## config.mk

```make
export PLATFORM = sky130hd
export DESIGN_NAME = ufc_top
export DESIGN_NICKNAME = d
export VERILOG_FILES = /design/src/rtl/ufc_baud.v /design/src/rtl/ufc_tx.v /design/src/rtl/ufc_top.v
export VERILOG_INCLUDE_DIRS = /design/src /design/src/rtl
export SDC_FILE = /design/constraint.sdc
export NUM_CORES = 1
export LEC_CHECK = 0
export ABC_AREA = 1
export BUFFER_PORTS_ARGS = -buffer_cell sky130_fd_sc_hd__buf_2
export CORE_ASPECT_RATIO = 0.7
export CORE_MARGIN = 2
export CORE_UTILIZATION = 40
export CTS_BUF_LIST = sky130_fd_sc_hd__clkbuf_16
export DETAILED_ROUTE_END_ITERATION = 8
export GPL_ROUTABILITY_DRIVEN = 1
export MAX_ROUTING_LAYER = met4
export SLEW_MARGIN = 30
export SYNTH_ARGS = -nofsm -noshare
export SYNTH_HDL_FRONTEND = slang
export SYNTH_SLANG_ARGS = --single-unit
```

## constraint.sdc

```tcl
create_clock -name clk_i -period 4.25 [get_ports clk_i]
set_input_delay 0.425 -clock clk_i [delete_from_list [all_inputs] [get_ports clk_i]]
set_output_delay 0.425 -clock clk_i [all_outputs]
set_load 0.05 [all_outputs]
```

## src/rtl/ufc_defines.vh

```
`ifndef UFC_DEFINES_VH
`define UFC_DEFINES_VH

// Register indexes on the plain register port
`define UFC_A_MODE1   4'h0
`define UFC_A_MODE2   4'h1
`define UFC_A_TEST    4'h2
`define UFC_A_CSEL    4'h3
`define UFC_A_AUX     4'h4
`define UFC_A_CMD     4'h5
`define UFC_A_OPSET   4'h6
`define UFC_A_OPCLR   4'h7
`define UFC_A_STAT    4'h8
`define UFC_A_DATA    4'h9
`define UFC_A_BRGT    4'ha

// Field positions
`define UFC_M1_RTS    7
`define UFC_M1_WK_HI  4
`define UFC_M1_WK_LO  3
`define UFC_M2_TXMP   5
`define UFC_M2_CTS    4
`define UFC_TEST_1X   0
`define UFC_AUX_SET   7
`define UFC_CMD_HI    7
`define UFC_CMD_LO    4
`define UFC_CS_HI     7
`define UFC_CS_LO     4
`define UFC_OP_RTS    0

// Mode and command codes
`define UFC_WAKE_MODE 2'b11
`define UFC_CMD_RXEN  4'h1
`define UFC_CMD_RXDIS 4'h2
`define UFC_CMD_TXEN  4'h3
`define UFC_CMD_TXDIS 4'h4
`define UFC_CMD_RXRST 4'h5
`define UFC_CMD_RTSON 4'h8
`define UFC_CMD_RTSOF 4'h9
`define UFC_CS_TIMER  4'hd
`define UFC_CS_EXT16  4'he
`define UFC_CS_EXT1   4'hf

// Reset values
`define UFC_RST_BYTE  8'h00
`define UFC_RST_RATE  18'h00000

// Timing: clock 100 MHz, rates held as twice the baud rate
`define UFC_CLK2_HZ   28'hbebc200
`define UFC_OS_SHIFT  4
`define UFC_SUB_LAST  4'hf
`define UFC_SUB_MID   4'h7
`define UFC_TX_COMMIT 4'h2
`define UFC_LAST_BIT  4'h7
`define UFC_STOP_BIT  4'h8
`define UFC_FIFO_FULL 2'h3
`define UFC_PTR_LAST  2'h2

`endif

```

## src/rtl/ufc_baud.v

```verilog
`timescale 1ns/100ps
`include "ufc_defines.vh"

// Bit-rate tick source: fixed table, timer or external clock
module ufc_baud (
	input  wire       clk_i,
	input  wire       srst_i,
	input  wire       ce_i,
	input  wire [3:0] code_i,
	input  wire       rate_set_i,
	input  wire       rate_test_i,
	input  wire       test_1x_i,
	input  wire       timer_tick_i,
	input  wire       ext_clk_i,
	output reg        tick_o,
	output reg        one_x_o
);

	reg  [27:0] acc;     // Phase accumulator
	reg         ext_q;   // Previous external clock level
	wire [17:0] rate2;   // Twice the selected baud rate
	wire [27:0] incr;    // Accumulator step
	wire [27:0] sum;     // Accumulator next sum
	wire        ext_rise;

	// Twice the baud rate; halves avoid a fractional 134.5
	function [17:0] ufc_rate2;
		input [3:0] code;
		input       set;
		input       test;
		begin
			case ({test, set, code})
				6'h00: ufc_rate2 = 18'h00064;
				6'h10: ufc_rate2 = 18'h00096;
				6'h20: ufc_rate2 = 18'h02580;
				6'h30: ufc_rate2 = 18'h03840;
				6'h01, 6'h11: ufc_rate2 = 18'h000dc;
				6'h21, 6'h31: ufc_rate2 = 18'h006e0;
				6'h02, 6'h12: ufc_rate2 = 18'h0010d;
				6'h22, 6'h32: ufc_rate2 = 18'h00868;
				6'h03: ufc_rate2 = 18'h00190;
				6'h13: ufc_rate2 = 18'h0012c;
				6'h23: ufc_rate2 = 18'h09600;
				6'h33: ufc_rate2 = 18'h07080;
				6'h04, 6'h14: ufc_rate2 = 18'h00258;
				6'h24, 6'h34: ufc_rate2 = 18'h0e100;
				6'h05, 6'h15: ufc_rate2 = 18'h004b0;
				6'h25, 6'h35: ufc_rate2 = 18'h1c200;
				6'h06, 6'h16: ufc_rate2 = 18'h00960;
				6'h26, 6'h36: ufc_rate2 = 18'h38400;
				6'h07, 6'h27: ufc_rate2 = 18'h00834;
				6'h17, 6'h37: ufc_rate2 = 18'h00fa0;
				6'h08, 6'h18: ufc_rate2 = 18'h012c0;
				6'h28, 6'h38: ufc_rate2 = 18'h1c200;
				6'h09, 6'h19, 6'h29, 6'h39: ufc_rate2 = 18'h02580;
				6'h0a: ufc_rate2 = 18'h03840;
				6'h1a: ufc_rate2 = 18'h00e10;
				6'h2a: ufc_rate2 = 18'h1c200;
				6'h3a: ufc_rate2 = 18'h07080;
				6'h0b, 6'h1b, 6'h2b, 6'h3b: ufc_rate2 = 18'h04b00;
				6'h0c, 6'h2c: ufc_rate2 = 18'h12c00;
				6'h1c, 6'h3c: ufc_rate2 = 18'h09600;
				default: ufc_rate2 = `UFC_RST_RATE;
			endcase
		end
	endfunction

	assign rate2 = ufc_rate2(code_i, rate_set_i, rate_test_i);
	// 1x steps once a bit, 16x sixteen times
	assign incr = one_x_o ? {10'h000, rate2} : {6'h00, rate2, 4'h0};
	assign sum = acc + incr;
	assign ext_rise = ext_clk_i & ~ext_q;

	// Tick generation; exact on average, jitter one clock
	always @(posedge clk_i) begin
		if (srst_i) begin
			acc     <= 28'h0000000;
			ext_q   <= 1'b0;
			tick_o  <= 1'b0;
			one_x_o <= 1'b0;
		end else if (ce_i) begin
			ext_q   <= ext_clk_i;
			one_x_o <= test_1x_i | (code_i == `UFC_CS_EXT1);
			case (code_i)
				`UFC_CS_TIMER: tick_o <= timer_tick_i;
				`UFC_CS_EXT16, `UFC_CS_EXT1: tick_o <= ext_rise;
				default: begin
					if (sum >= `UFC_CLK2_HZ) begin
						acc    <= sum - `UFC_CLK2_HZ;
						tick_o <= 1'b1;
					end else begin
						acc    <= sum;
						tick_o <= 1'b0;
					end
				end
			endcase
		end
	end

endmodule

```

## src/rtl/ufc_tx.v

```verilog
`timescale 1ns/100ps
`include "ufc_defines.vh"

// Transmitter: holding register, shift register, gating
module ufc_tx (
	input  wire       clk_i,
	input  wire       srst_i,
	input  wire       ce_i,
	input  wire       tick_i,
	input  wire       one_x_i,
	input  wire       load_i,
	input  wire [7:0] data_i,
	input  wire       enable_i,
	input  wire       disable_i,
	input  wire       cts_gate_i,
	input  wire       cts_n_i,
	output reg        line_o,
	output reg        ready_o,
	output reg        empty_o,
	output reg        enabled_o
);

	localparam S_IDLE  = 4'b0001;
	localparam S_PEND  = 4'b0010;
	localparam S_START = 4'b0100;
	localparam S_SHIFT = 4'b1000;

	reg [3:0] state;     // One-hot state
	reg [7:0] hold;      // Holding register
	reg       hold_full; // Holding register occupied
	reg [7:0] shreg;     // Shift register
	reg [3:0] sub;       // Tick count within a bit
	reg [3:0] bitn;      // Data bit index, stop at end
	wire      bit_end;   // Last tick of a bit
	wire      cts_ok;

	assign bit_end = tick_i & (one_x_i | (sub == `UFC_SUB_LAST));
	assign cts_ok = ~cts_gate_i | ~cts_n_i;

	// Character sequencing
	always @(posedge clk_i) begin
		if (srst_i) begin
			state     <= S_IDLE;
			hold      <= `UFC_RST_BYTE;
			hold_full <= 1'b0;
			shreg     <= `UFC_RST_BYTE;
			sub       <= 4'h0;
			bitn      <= 4'h0;
			line_o    <= 1'b1;
			ready_o   <= 1'b0;
			empty_o   <= 1'b1;
			enabled_o <= 1'b0;
		end else if (ce_i) begin
			if (enable_i) begin
				enabled_o <= 1'b1;
				empty_o   <= 1'b1;
				ready_o   <= ~hold_full;
			end else if (disable_i) begin
				enabled_o <= 1'b0;
				ready_o   <= 1'b0;
			end
			// Loads only accepted while ready
			if (load_i && ready_o) begin
				hold      <= data_i;
				hold_full <= 1'b1;
				ready_o   <= 1'b0;
			end
			if (tick_i)
				sub <= sub + 4'h1;
			case (state)
				S_IDLE: begin
					if (enabled_o && hold_full && cts_ok && !disable_i) begin
						state <= S_PEND;
						sub   <= 4'h0;
					end
				end
				S_PEND: begin
					if (disable_i) begin
						hold_full <= 1'b0;
						state     <= S_IDLE;
					end else if (tick_i && (one_x_i || sub == `UFC_TX_COMMIT)) begin
						shreg     <= hold;
						hold_full <= 1'b0;
						empty_o   <= 1'b0;
						line_o    <= 1'b0;
						state     <= S_START;
						sub       <= 4'h0;
					end
				end
				S_START: begin
					if (bit_end) begin
						ready_o <= enabled_o;
						line_o  <= shreg[0];
						bitn    <= 4'h0;
						state   <= S_SHIFT;
					end
				end
				S_SHIFT: begin
					if (bit_end) begin
						if (bitn == `UFC_STOP_BIT) begin
							// Stop bit finished
							state   <= S_IDLE;
							empty_o <= ~hold_full;
						end else if (bitn == `UFC_LAST_BIT) begin
							line_o <= 1'b1;
							bitn   <= bitn + 4'h1;
						end else begin
							line_o <= shreg[bitn[2:0] + 3'h1];
							bitn   <= bitn + 4'h1;
						end
					end
				end
				default: state <= S_IDLE;
			endcase
		end
	end

endmodule

```

## src/rtl/ufc_top.v

```verilog
// The plain strobed port and the register addresses are this design's own decisions.
`timescale 1ns/100ps
`include "ufc_defines.vh"

// Function
// - Clear-to-send input is active low
// - Request-to-send pin is active low
// - Gate on, pin high: stop after character
// - Gate off: clear-to-send pin ignored
// - Full FIFO plus fourth start negates request
// - Receive mode bit hands pin to receiver
// - Transmitter control shows last byte sent
// - Two commands assert and negate request
// - Pin is NAND of port bit, receiver, transmitter
// - Flow enable keeps port bit unchanged
// - Very early disable sends nothing
// - Underrun load then disable during pending start sends nothing
// - Empty flag set in underrun or enable
// - Transfer during start, ready after start
// - Test address forces 1x, exposes nodes
// - Each read of the rate-test address toggles alternate rate table
// - Code and set bit choose rate
// - Rate test maps codes to alternates
// - Receiver reset keeps all programming
// - Wake mode blocks receiver disable and reset
module ufc_top (
	input  wire       clk_i,
	input  wire       srst_i,
	input  wire       ce_i,
	input  wire [3:0] addr_i,
	input  wire [7:0] wdata_i,
	input  wire       wr_i,
	input  wire       rd_i,
	input  wire       clear_to_send_n_i,
	input  wire       rx_i,
	input  wire       external_clock_input_i,
	input  wire       rx_hw_reset_i,
	input  wire       timer_tick_i,
	output reg  [7:0] rdata_o,
	output wire       tx_o,
	output reg        request_to_send_n_o,
	output reg  [7:0] output_port_o,
	output wire       transmitter_ready_flag_o,
	output wire       transmitter_empty_flag_o
);

	localparam R_IDLE  = 4'b0001;
	localparam R_START = 4'b0010;
	localparam R_DATA  = 4'b0100;
	localparam R_STOP  = 4'b1000;

	// Software-visible registers
	reg  [7:0] mode1;         // Flow enable, wake field
	reg  [7:0] mode2;         // Transmit gate, pin ownership
	reg  [7:0] test_reg;      // 1x test mode
	reg  [7:0] csel;          // Clock select code
	reg  [7:0] aux;           // Rate set select
	reg  [7:0] opr;           // Output port register
	reg        rate_test;     // Alternate table active

	// Pin synchronisers, two stages each
	reg  [1:0] cts_s;
	reg  [1:0] rx_s;
	reg  [1:0] ext_s;
	reg  [1:0] hwr_s;

	// Receiver state
	reg  [3:0] rstate;        // One-hot receiver state
	reg  [3:0] rsub;          // Tick count within a bit
	reg  [2:0] rbit;          // Data bit index
	reg  [7:0] rshift;        // Receive shift register
	reg        rwait;         // Fourth char held in shifter
	reg        rx_en;         // Receiver enabled
	reg        rts_hold;      // Receiver wants remote stopped
	reg  [7:0] fifo_mem [0:2];// Three-deep receive FIFO
	reg  [1:0] wr_ptr;
	reg  [1:0] rd_ptr;
	reg  [1:0] count;

	wire       tick;          // Bit-rate tick
	wire       one_x;         // 1x clocking in force
	wire [3:0] cmd;           // Command code field
	wire       cmd_wr;
	wire       wake;          // Wake-up mode selected
	wire       rx_reset;      // Effective receiver reset
	wire       rx_disable;    // Effective receiver disable
	wire       pop;           // Host takes a character
	wire       push_new;      // Finished char into FIFO
	wire       push;          // Any write into FIFO
	wire [7:0] push_data;
	wire       rx_mid;        // Start-bit check point
	wire       rx_sample;     // Data sample point
	wire       start_seen;    // Low line found while idle
	wire       rx_pin;        // Synchronised receive line
	wire       pin_term;      // Receiver and transmitter term
	wire       tx_ready;
	wire       tx_empty;
	wire       tx_enabled;

	// Wrap a FIFO pointer at three entries
	function [1:0] ufc_next_ptr;
		input [1:0] p;
		begin
			ufc_next_ptr = (p == `UFC_PTR_LAST) ? 2'h0 : p + 2'h1;
		end
	endfunction

	// Strobe decode used by several processes
	function ufc_hit;
		input       strobe;
		input [3:0] a;
		input [3:0] want;
		begin
			ufc_hit = strobe & (a == want);
		end
	endfunction

	assign cmd      = wdata_i[`UFC_CMD_HI:`UFC_CMD_LO];
	assign cmd_wr   = ufc_hit(wr_i, addr_i, `UFC_A_CMD);
	assign wake     = (mode1[`UFC_M1_WK_HI:`UFC_M1_WK_LO] == `UFC_WAKE_MODE);
	assign rx_reset   = ~wake & ((cmd_wr & (cmd == `UFC_CMD_RXRST)) | hwr_s[1]);
	assign rx_disable = ~wake & cmd_wr & (cmd == `UFC_CMD_RXDIS);
	assign pop        = ufc_hit(rd_i, addr_i, `UFC_A_DATA) & (count != 2'h0);
	assign rx_pin     = rx_s[1];
	assign rx_mid     = tick & (one_x | (rsub == `UFC_SUB_MID));
	assign rx_sample  = tick & (one_x | (rsub == `UFC_SUB_LAST));
	assign start_seen = (rstate == R_IDLE) & rx_en & ~rwait & ~rx_pin;
	assign push_new   = (rstate == R_STOP) & rx_sample & (count != `UFC_FIFO_FULL);
	// Held fourth char moves in as the host pops
	assign push       = push_new | (pop & rwait);
	assign push_data  = rshift;

	// Pin synchronisers; only the second stage is read
	always @(posedge clk_i) begin
		if (srst_i) begin
			cts_s <= 2'b11;
			rx_s  <= 2'b11;
			ext_s <= 2'b00;
			hwr_s <= 2'b00;
		end else if (ce_i) begin
			cts_s <= {cts_s[0], clear_to_send_n_i};
			rx_s  <= {rx_s[0], rx_i};
			ext_s <= {ext_s[0], external_clock_input_i};
			hwr_s <= {hwr_s[0], rx_hw_reset_i};
		end
	end

	// Register writes and rate-test toggle
	always @(posedge clk_i) begin
		if (srst_i) begin
			mode1     <= `UFC_RST_BYTE;
			mode2     <= `UFC_RST_BYTE;
			test_reg  <= `UFC_RST_BYTE;
			csel      <= `UFC_RST_BYTE;
			aux       <= `UFC_RST_BYTE;
			opr       <= `UFC_RST_BYTE;
			rate_test <= 1'b0;
		end else if (ce_i) begin
			if (ufc_hit(wr_i, addr_i, `UFC_A_MODE1))
				mode1 <= wdata_i;
			if (ufc_hit(wr_i, addr_i, `UFC_A_MODE2))
				mode2 <= wdata_i;
			if (ufc_hit(wr_i, addr_i, `UFC_A_TEST))
				test_reg <= wdata_i;
			if (ufc_hit(wr_i, addr_i, `UFC_A_CSEL))
				csel <= wdata_i;
			if (ufc_hit(wr_i, addr_i, `UFC_A_AUX))
				aux <= wdata_i;
			// Set and clear act only where ones stand
			if (ufc_hit(wr_i, addr_i, `UFC_A_OPSET))
				opr <= opr | wdata_i;
			else if (ufc_hit(wr_i, addr_i, `UFC_A_OPCLR))
				opr <= opr & ~wdata_i;
			else if (cmd_wr && cmd == `UFC_CMD_RTSON)
				opr[`UFC_OP_RTS] <= 1'b1;
			else if (cmd_wr && cmd == `UFC_CMD_RTSOF)
				opr[`UFC_OP_RTS] <= 1'b0;
			if (ufc_hit(rd_i, addr_i, `UFC_A_BRGT))
				rate_test <= ~rate_test;
		end
	end

	// Receiver framing, FIFO and flow flag
	always @(posedge clk_i) begin
		if (srst_i) begin
			rstate   <= R_IDLE;
			rsub     <= 4'h0;
			rbit     <= 3'h0;
			rshift   <= `UFC_RST_BYTE;
			rwait    <= 1'b0;
			rx_en    <= 1'b0;
			rts_hold <= 1'b0;
			wr_ptr   <= 2'h0;
			rd_ptr   <= 2'h0;
			count    <= 2'h0;
		end else if (ce_i) begin
			if (rx_reset) begin
				rstate   <= R_IDLE;
				rwait    <= 1'b0;
				rx_en    <= 1'b0;
				rts_hold <= 1'b0;
				wr_ptr   <= 2'h0;
				rd_ptr   <= 2'h0;
				count    <= 2'h0;
			end else begin
				if (cmd_wr && cmd == `UFC_CMD_RXEN)
					rx_en <= 1'b1;
				else if (rx_disable)
					rx_en <= 1'b0;
				if (tick)
					rsub <= rsub + 4'h1;
				// FIFO pointers; a held char keeps count level
				if (push)
					wr_ptr <= ufc_next_ptr(wr_ptr);
				if (pop)
					rd_ptr <= ufc_next_ptr(rd_ptr);
				if (push && !pop)
					count <= count + 2'h1;
				else if (pop && !push)
					count <= count - 2'h1;
				if (pop)
					rwait <= 1'b0;
				if (start_seen && count == `UFC_FIFO_FULL)
					rts_hold <= 1'b1;
				else if (pop && !rwait)
					rts_hold <= 1'b0;
				case (rstate)
					R_IDLE: begin
						if (start_seen) begin
							rstate <= R_START;
							rsub   <= 4'h0;
						end
					end
					R_START: begin
						// False start returns to idle
						if (rx_mid) begin
							rstate <= rx_pin ? R_IDLE : R_DATA;
							rsub   <= 4'h0;
							rbit   <= 3'h0;
						end
					end
					R_DATA: begin
						if (rx_sample) begin
							rshift <= {rx_pin, rshift[7:1]};
							rbit   <= rbit + 3'h1;
							if (rbit == `UFC_LAST_BIT)
								rstate <= R_STOP;
						end
					end
					R_STOP: begin
						if (rx_sample) begin
							rstate <= R_IDLE;
							// Fourth char waits in the shifter
							if (count == `UFC_FIFO_FULL)
								rwait <= 1'b1;
						end
					end
					default: rstate <= R_IDLE;
				endcase
			end
		end
	end

	// FIFO storage, one entry per generate step
	genvar g;
	generate
		for (g = 0; g < 3; g = g + 1) begin : fifo_slot
			always @(posedge clk_i) begin
				if (srst_i)
					fifo_mem[g] <= `UFC_RST_BYTE;
				else if (ce_i && push && !rx_reset && wr_ptr == g)
					fifo_mem[g] <= push_data;
			end
		end
	endgenerate

	assign pin_term = (~mode1[`UFC_M1_RTS] | ~rts_hold) & (~mode2[`UFC_M2_TXMP] | ~tx_empty);

	// Pins, test port and read data
	always @(posedge clk_i) begin
		if (srst_i) begin
			request_to_send_n_o <= 1'b1;
			output_port_o       <= 8'hff;
			rdata_o             <= `UFC_RST_BYTE;
		end else if (ce_i) begin
			request_to_send_n_o <= ~(opr[`UFC_OP_RTS] & pin_term);
			if (test_reg[`UFC_TEST_1X])
				output_port_o <= {rstate, tick, rts_hold, tx_ready, tx_empty};
			else
				output_port_o <= ~opr;
			rdata_o <= `UFC_RST_BYTE;
			if (rd_i) begin
				case (addr_i)
					`UFC_A_MODE1: rdata_o <= mode1;
					`UFC_A_MODE2: rdata_o <= mode2;
					`UFC_A_TEST:  rdata_o <= test_reg;
					`UFC_A_CSEL:  rdata_o <= csel;
					`UFC_A_AUX:   rdata_o <= aux;
					`UFC_A_STAT:  rdata_o <= {rate_test, cts_s[1], rx_en, tx_enabled,
						tx_empty, tx_ready, rwait | (count == `UFC_FIFO_FULL), count != 2'h0};
					`UFC_A_DATA:  rdata_o <= fifo_mem[rd_ptr];
					`UFC_A_BRGT:  rdata_o <= {7'h00, rate_test};
					default:      rdata_o <= `UFC_RST_BYTE;
				endcase
			end
		end
	end

	// Rate selection; timer tick is already on this clock
	ufc_baud u_baud (
		.clk_i        (clk_i),
		.srst_i       (srst_i),
		.ce_i         (ce_i),
		.code_i       (csel[`UFC_CS_HI:`UFC_CS_LO]),
		.rate_set_i   (aux[`UFC_AUX_SET]),
		.rate_test_i  (rate_test),
		.test_1x_i    (test_reg[`UFC_TEST_1X]),
		.timer_tick_i (timer_tick_i),
		.ext_clk_i    (ext_s[1]),
		.tick_o       (tick),
		.one_x_o      (one_x)
	);

	// Transmitter; host should check ready before a late disable
	ufc_tx u_tx (
		.clk_i      (clk_i),
		.srst_i     (srst_i),
		.ce_i       (ce_i),
		.tick_i     (tick),
		.one_x_i    (one_x),
		.load_i     (ufc_hit(wr_i, addr_i, `UFC_A_DATA)),
		.data_i     (wdata_i),
		.enable_i   (cmd_wr & (cmd == `UFC_CMD_TXEN)),
		.disable_i  (cmd_wr & (cmd == `UFC_CMD_TXDIS)),
		.cts_gate_i (mode2[`UFC_M2_CTS]),
		.cts_n_i    (cts_s[1]),
		.line_o     (tx_o),
		.ready_o    (tx_ready),
		.empty_o    (tx_empty),
		.enabled_o  (tx_enabled)
	);

	assign transmitter_ready_flag_o = tx_ready;
	assign transmitter_empty_flag_o = tx_empty;

endmodule

```

==> impl_results.rst <==
.. list-table::
   :header-rows: 1

   * - Metric
     - Value
   * - Count of inserted antenna diode cells
     - 0
   * - Ports placed on the boundary
     - 42
   * - Overall die height
     - 151 um
   * - Signal arrival time at the worst endpoint
     - 4.46 ns
   * - Wirelength per Cell
     - 17.7 um
   * - Final weighted congestion in routability-driven placement
     - 0.970
   * - Run status
     - finished, final reports clean
   * - Post-Syn Area per Cell
     - 6.43 um2
   * - Post-synthesis async set-or-reset flop share
     - 0
   * - Type of destination of the critical path
     - flip-flop
   * - Number of buffers added by the clock tree synthesis step
     - 17
   * - Count of port buffers added during placement
     - 41
   * - Portion of synthesized cell area occupied by the leading cell type
     - 0.271
   * - Detail-routed via count per cell
     - 5.38
   * - Critical register-to-register path startpoint
     - csel[4]
   * - Pin count of the biggest net entering global routing
     - 62
   * - Net Count, Synth
     - 1992
   * - Antenna Violating Nets Remaining
     - 0
   * - Count of cells along the worst register-to-register path
     - 30
   * - Peak VDD IR
     - 0.206 mV
   * - Drt total wl
     - 44900 um
   * - Stage delay of the slowest cell on the critical path
     - 0.43 ns
   * - Transition time at the pin with the least slew margin
     - 0.981 ns
   * - Total of warnings raised by yosys
     - 0
   * - Initial core utilization
     - 0.410
   * - Antenna violations before repair
     - 0
   * - EDFF count, synth
     - 24
   * - Number of slew-limit violations in the final report
     - 0
   * - Slowest cell on crit path
     - ha_2
   * - Hold Crit Start
     - rx_hw_reset_i
   * - TritonCTS clock tree
     - built
   * - Hold path cells
     - 3
   * - Ratio of cells with drive above 1 in the final layout
     - 0.233
   * - Post-route worst setup slack
     - 0.158 ns
   * - Worst hold slack
     - 0.178 ns
   * - Count of routing violations after the opening detailed-route iteration
     - 1399
   * - Number of optimization iterations in the first detailed-route pass
     - 6
   * - Number of max-capacitance violations reported
     - 0
   * - P per Cell Area
     - 304 nW/um2
   * - Count of filler cells inserted in the layout
     - 3030
   * - Std-Cell Rows
     - 53
   * - Met3 track demand over resource in global routing
     - 0.0778
   * - Portion of the post-synthesis area used by sequential elements
     - 0.329
   * - Overall track demand over capacity in global routing
     - 0.277
   * - Pre-CTS worst setup slack
     - -0.263 ns
   * - Num Clock Sinks
     - 192
   * - Die width
     - 215 um
   * - Post-synthesis cell type count
     - 55
   * - Max-slew headroom
     - 0.346
   * - Most instantiated library cell after synthesis
     - nand2_1
   * - Number of hold violations in the final report
     - 0
   * - TNS Setup
     - 0 ns
   * - Cell Area, Synth
     - 12400 um2
   * - Most frequent cells after synthesis
     - 435 x nand2_1, 287 x inv_1, 200 x a21oi_1, 168 x dfxtp_1, 167 x nor2_1
   * - Largest cells by area after synthesis
     - dfxtp_1 27%, nand2_1 13%, inv_1 8.7%
   * - Largest Register
     - u_baud.acc
   * - Biggest regs
     - u_baud.acc x28, fifo_mem x24
   * - Remaining routing DRC violations
     - 0
   * - Source-to-sink clock delay at the later pin of the worst-skew pair
     - 0.46 ns
   * - Crit Path Category
     - reg -> reg
   * - Core area
     - 30300 um2
   * - Count of vias placed by the detailed router
     - 13600
   * - Post-synthesis to final-layout area growth
     - 28.0%
   * - Number of levels in the clock H-tree
     - 4
   * - Cell taking the most area after synthesis
     - dfxtp_1
   * - Number of flip-flops under the largest register name
     - 28
   * - Clock Tree Buf Depth
     - 2
   * - CP startpoint
     - csel[4]
   * - Shortest clock period the worst path allows after layout
     - 4.09 ns
   * - Post-detailed-placement half-perimeter wirelength
     - 33500 um
   * - First-pass GRT wire length
     - 67500 um
   * - Met1 Usage GRT
     - 0.438
   * - Class of the most critical hold timing path
     - in -> reg
   * - Die Area
     - 32500 um2
   * - Final setup fails
     - 0
   * - Share of the core filled with cells in the final layout
     - 0.525
   * - Worst clock skew on the final layout
     - 0.0142 ns
   * - Post-layout nets
     - 2165
   * - Static leakage power
     - 7.08 nW
   * - Most congested layer reported by global routing
     - met1
   * - Met2 Track Usage GR
     - 0.340
   * - Cell area reported after detailed placement
     - 14100 um2
   * - Post-Synthesis Cells
     - 1931
   * - Post-route design area
     - 15900 um2
   * - Total gr overflow
     - 0
   * - CP required
     - 4.61 ns
   * - Startpoint types
     - flip-flop
   * - Predominant post-synthesis flop cell
     - dfxtp_1
   * - Number of register bits inferred by synthesis
     - 192
   * - Clock root cell
     - clkbuf_16
   * - Crit path max fanout
     - 8
   * - Clock transition at the registers of the reported paths
     - 0.08 ns
   * - Ratio of final minimum period to clock period
     - 0.963
   * - Via count of the first global-routing pass
     - 11900
   * - Max Freq
     - 244 MHz
==> power by group <==
group	internal (mW)	switching, mW
registers	1.90	0.0692
clock network	0.911	0.858
logic	0.417	0.679
==> cell families (layout without fill, tap and decap cells) <==
family | Yosys count | count (layout) | synth area share
compound gates | 444 | 444 | 0.199
buf+inv | 373 | 557 | 0.114
fa+ha+maj | 39 | 39 | 0.0399
simple gates | 864 | 866 | 0.305
mux | 1 | 1 | 0.000806
xor+xnor | 18 | 18 | 0.0127
flops | 192 | 192 | 0.329
==> cell usage in the layout, fill, tap and decap left out, types with 5 or more instances in the layout <==
cell type  instances
a211oi_1           8
a21oi_1          189
a21oi_2           10
a221oi_1           5
buf_12             5
buf_2             41
buf_4            164
buf_6             10
clkbuf_16         18
clkinv_1           6
dfxtp_1          164
edfxtp_1          24
ha_1              16
ha_2               9
ha_4              13
inv_1            276
inv_2             19
inv_6              5
nand2_1          376
nand2_2           56
nand2_4           21
nand3_1          124
nand3_2           13
nand3_4            5
nand4_1           44
nor2_1           135
nor2_2            29
nor2_4            25
nor3_1            18
o211ai_1          17
o21a_1            15
o21ai_0          127
o21ai_1           14
o21ai_2           13
o22ai_1           14
xor2_1            14
==> metal layers <==
layer	vias up	part of all wire
met5	-	0
met4	0	0.0078
met3	26	0.097
met2	471	0.37
met1	6392	0.53
li1	6717	-
==> what timing repair did <==
item	4_1_cts	5_1_grt
buffers inserted	4	18
gates cloned	0	3
hold buffers	0	0
pin swaps	4	76
resized for setup	24	253
setup endpoints to repair	20	20
endpoints found under the hold margin	0	0
==> through the flow <==
stage / power (mW) / std cells
2_1_floorplan: 2.55 / 1931
3_3_place_gp: 2.93 / 2472
3_5_place_dp: 2.94 / 2472
4_1_cts: 4.72 / 2508
5_1_grt: 5.05 / 2529
6_report: 4.84 / 2529
==> critical path: cells and delay by family, from the launching register on <==
family,cells,cell delay [ns]
AO/OA/AOI/OAI,4,0.44
flip-flops,1,0.34
AND/OR/NAND/NOR,14,1.57
multiplexers,1,0.09
buffers and inverters,9,0.98
adder cells (fa/ha/maj),2,0.59
==> area by class of cell <==
class	count	area [um2]	share of cell area
inverter	304	1150	0.0724
sequential	192	4090	0.257
multi-input combinational	1368	7840	0.493
tap	412	515	0.0324
clock buffer	17	425	0.0268
clock inverter	15	206	0.0130
timing repair buffer	221	1670	0.105
==> path summary, 6_finish.rpt <==
kind	end	slack [ns]
hold reg to reg	u_tx.shreg[3]	0.45
setup / recovery	u_baud.acc[25]	0.16
setup reg to reg	u_baud.acc[25]	0.16
hold / removal	hwr_s[0]	0.18
No activity file was read; power rests on OpenSTA's default activity.
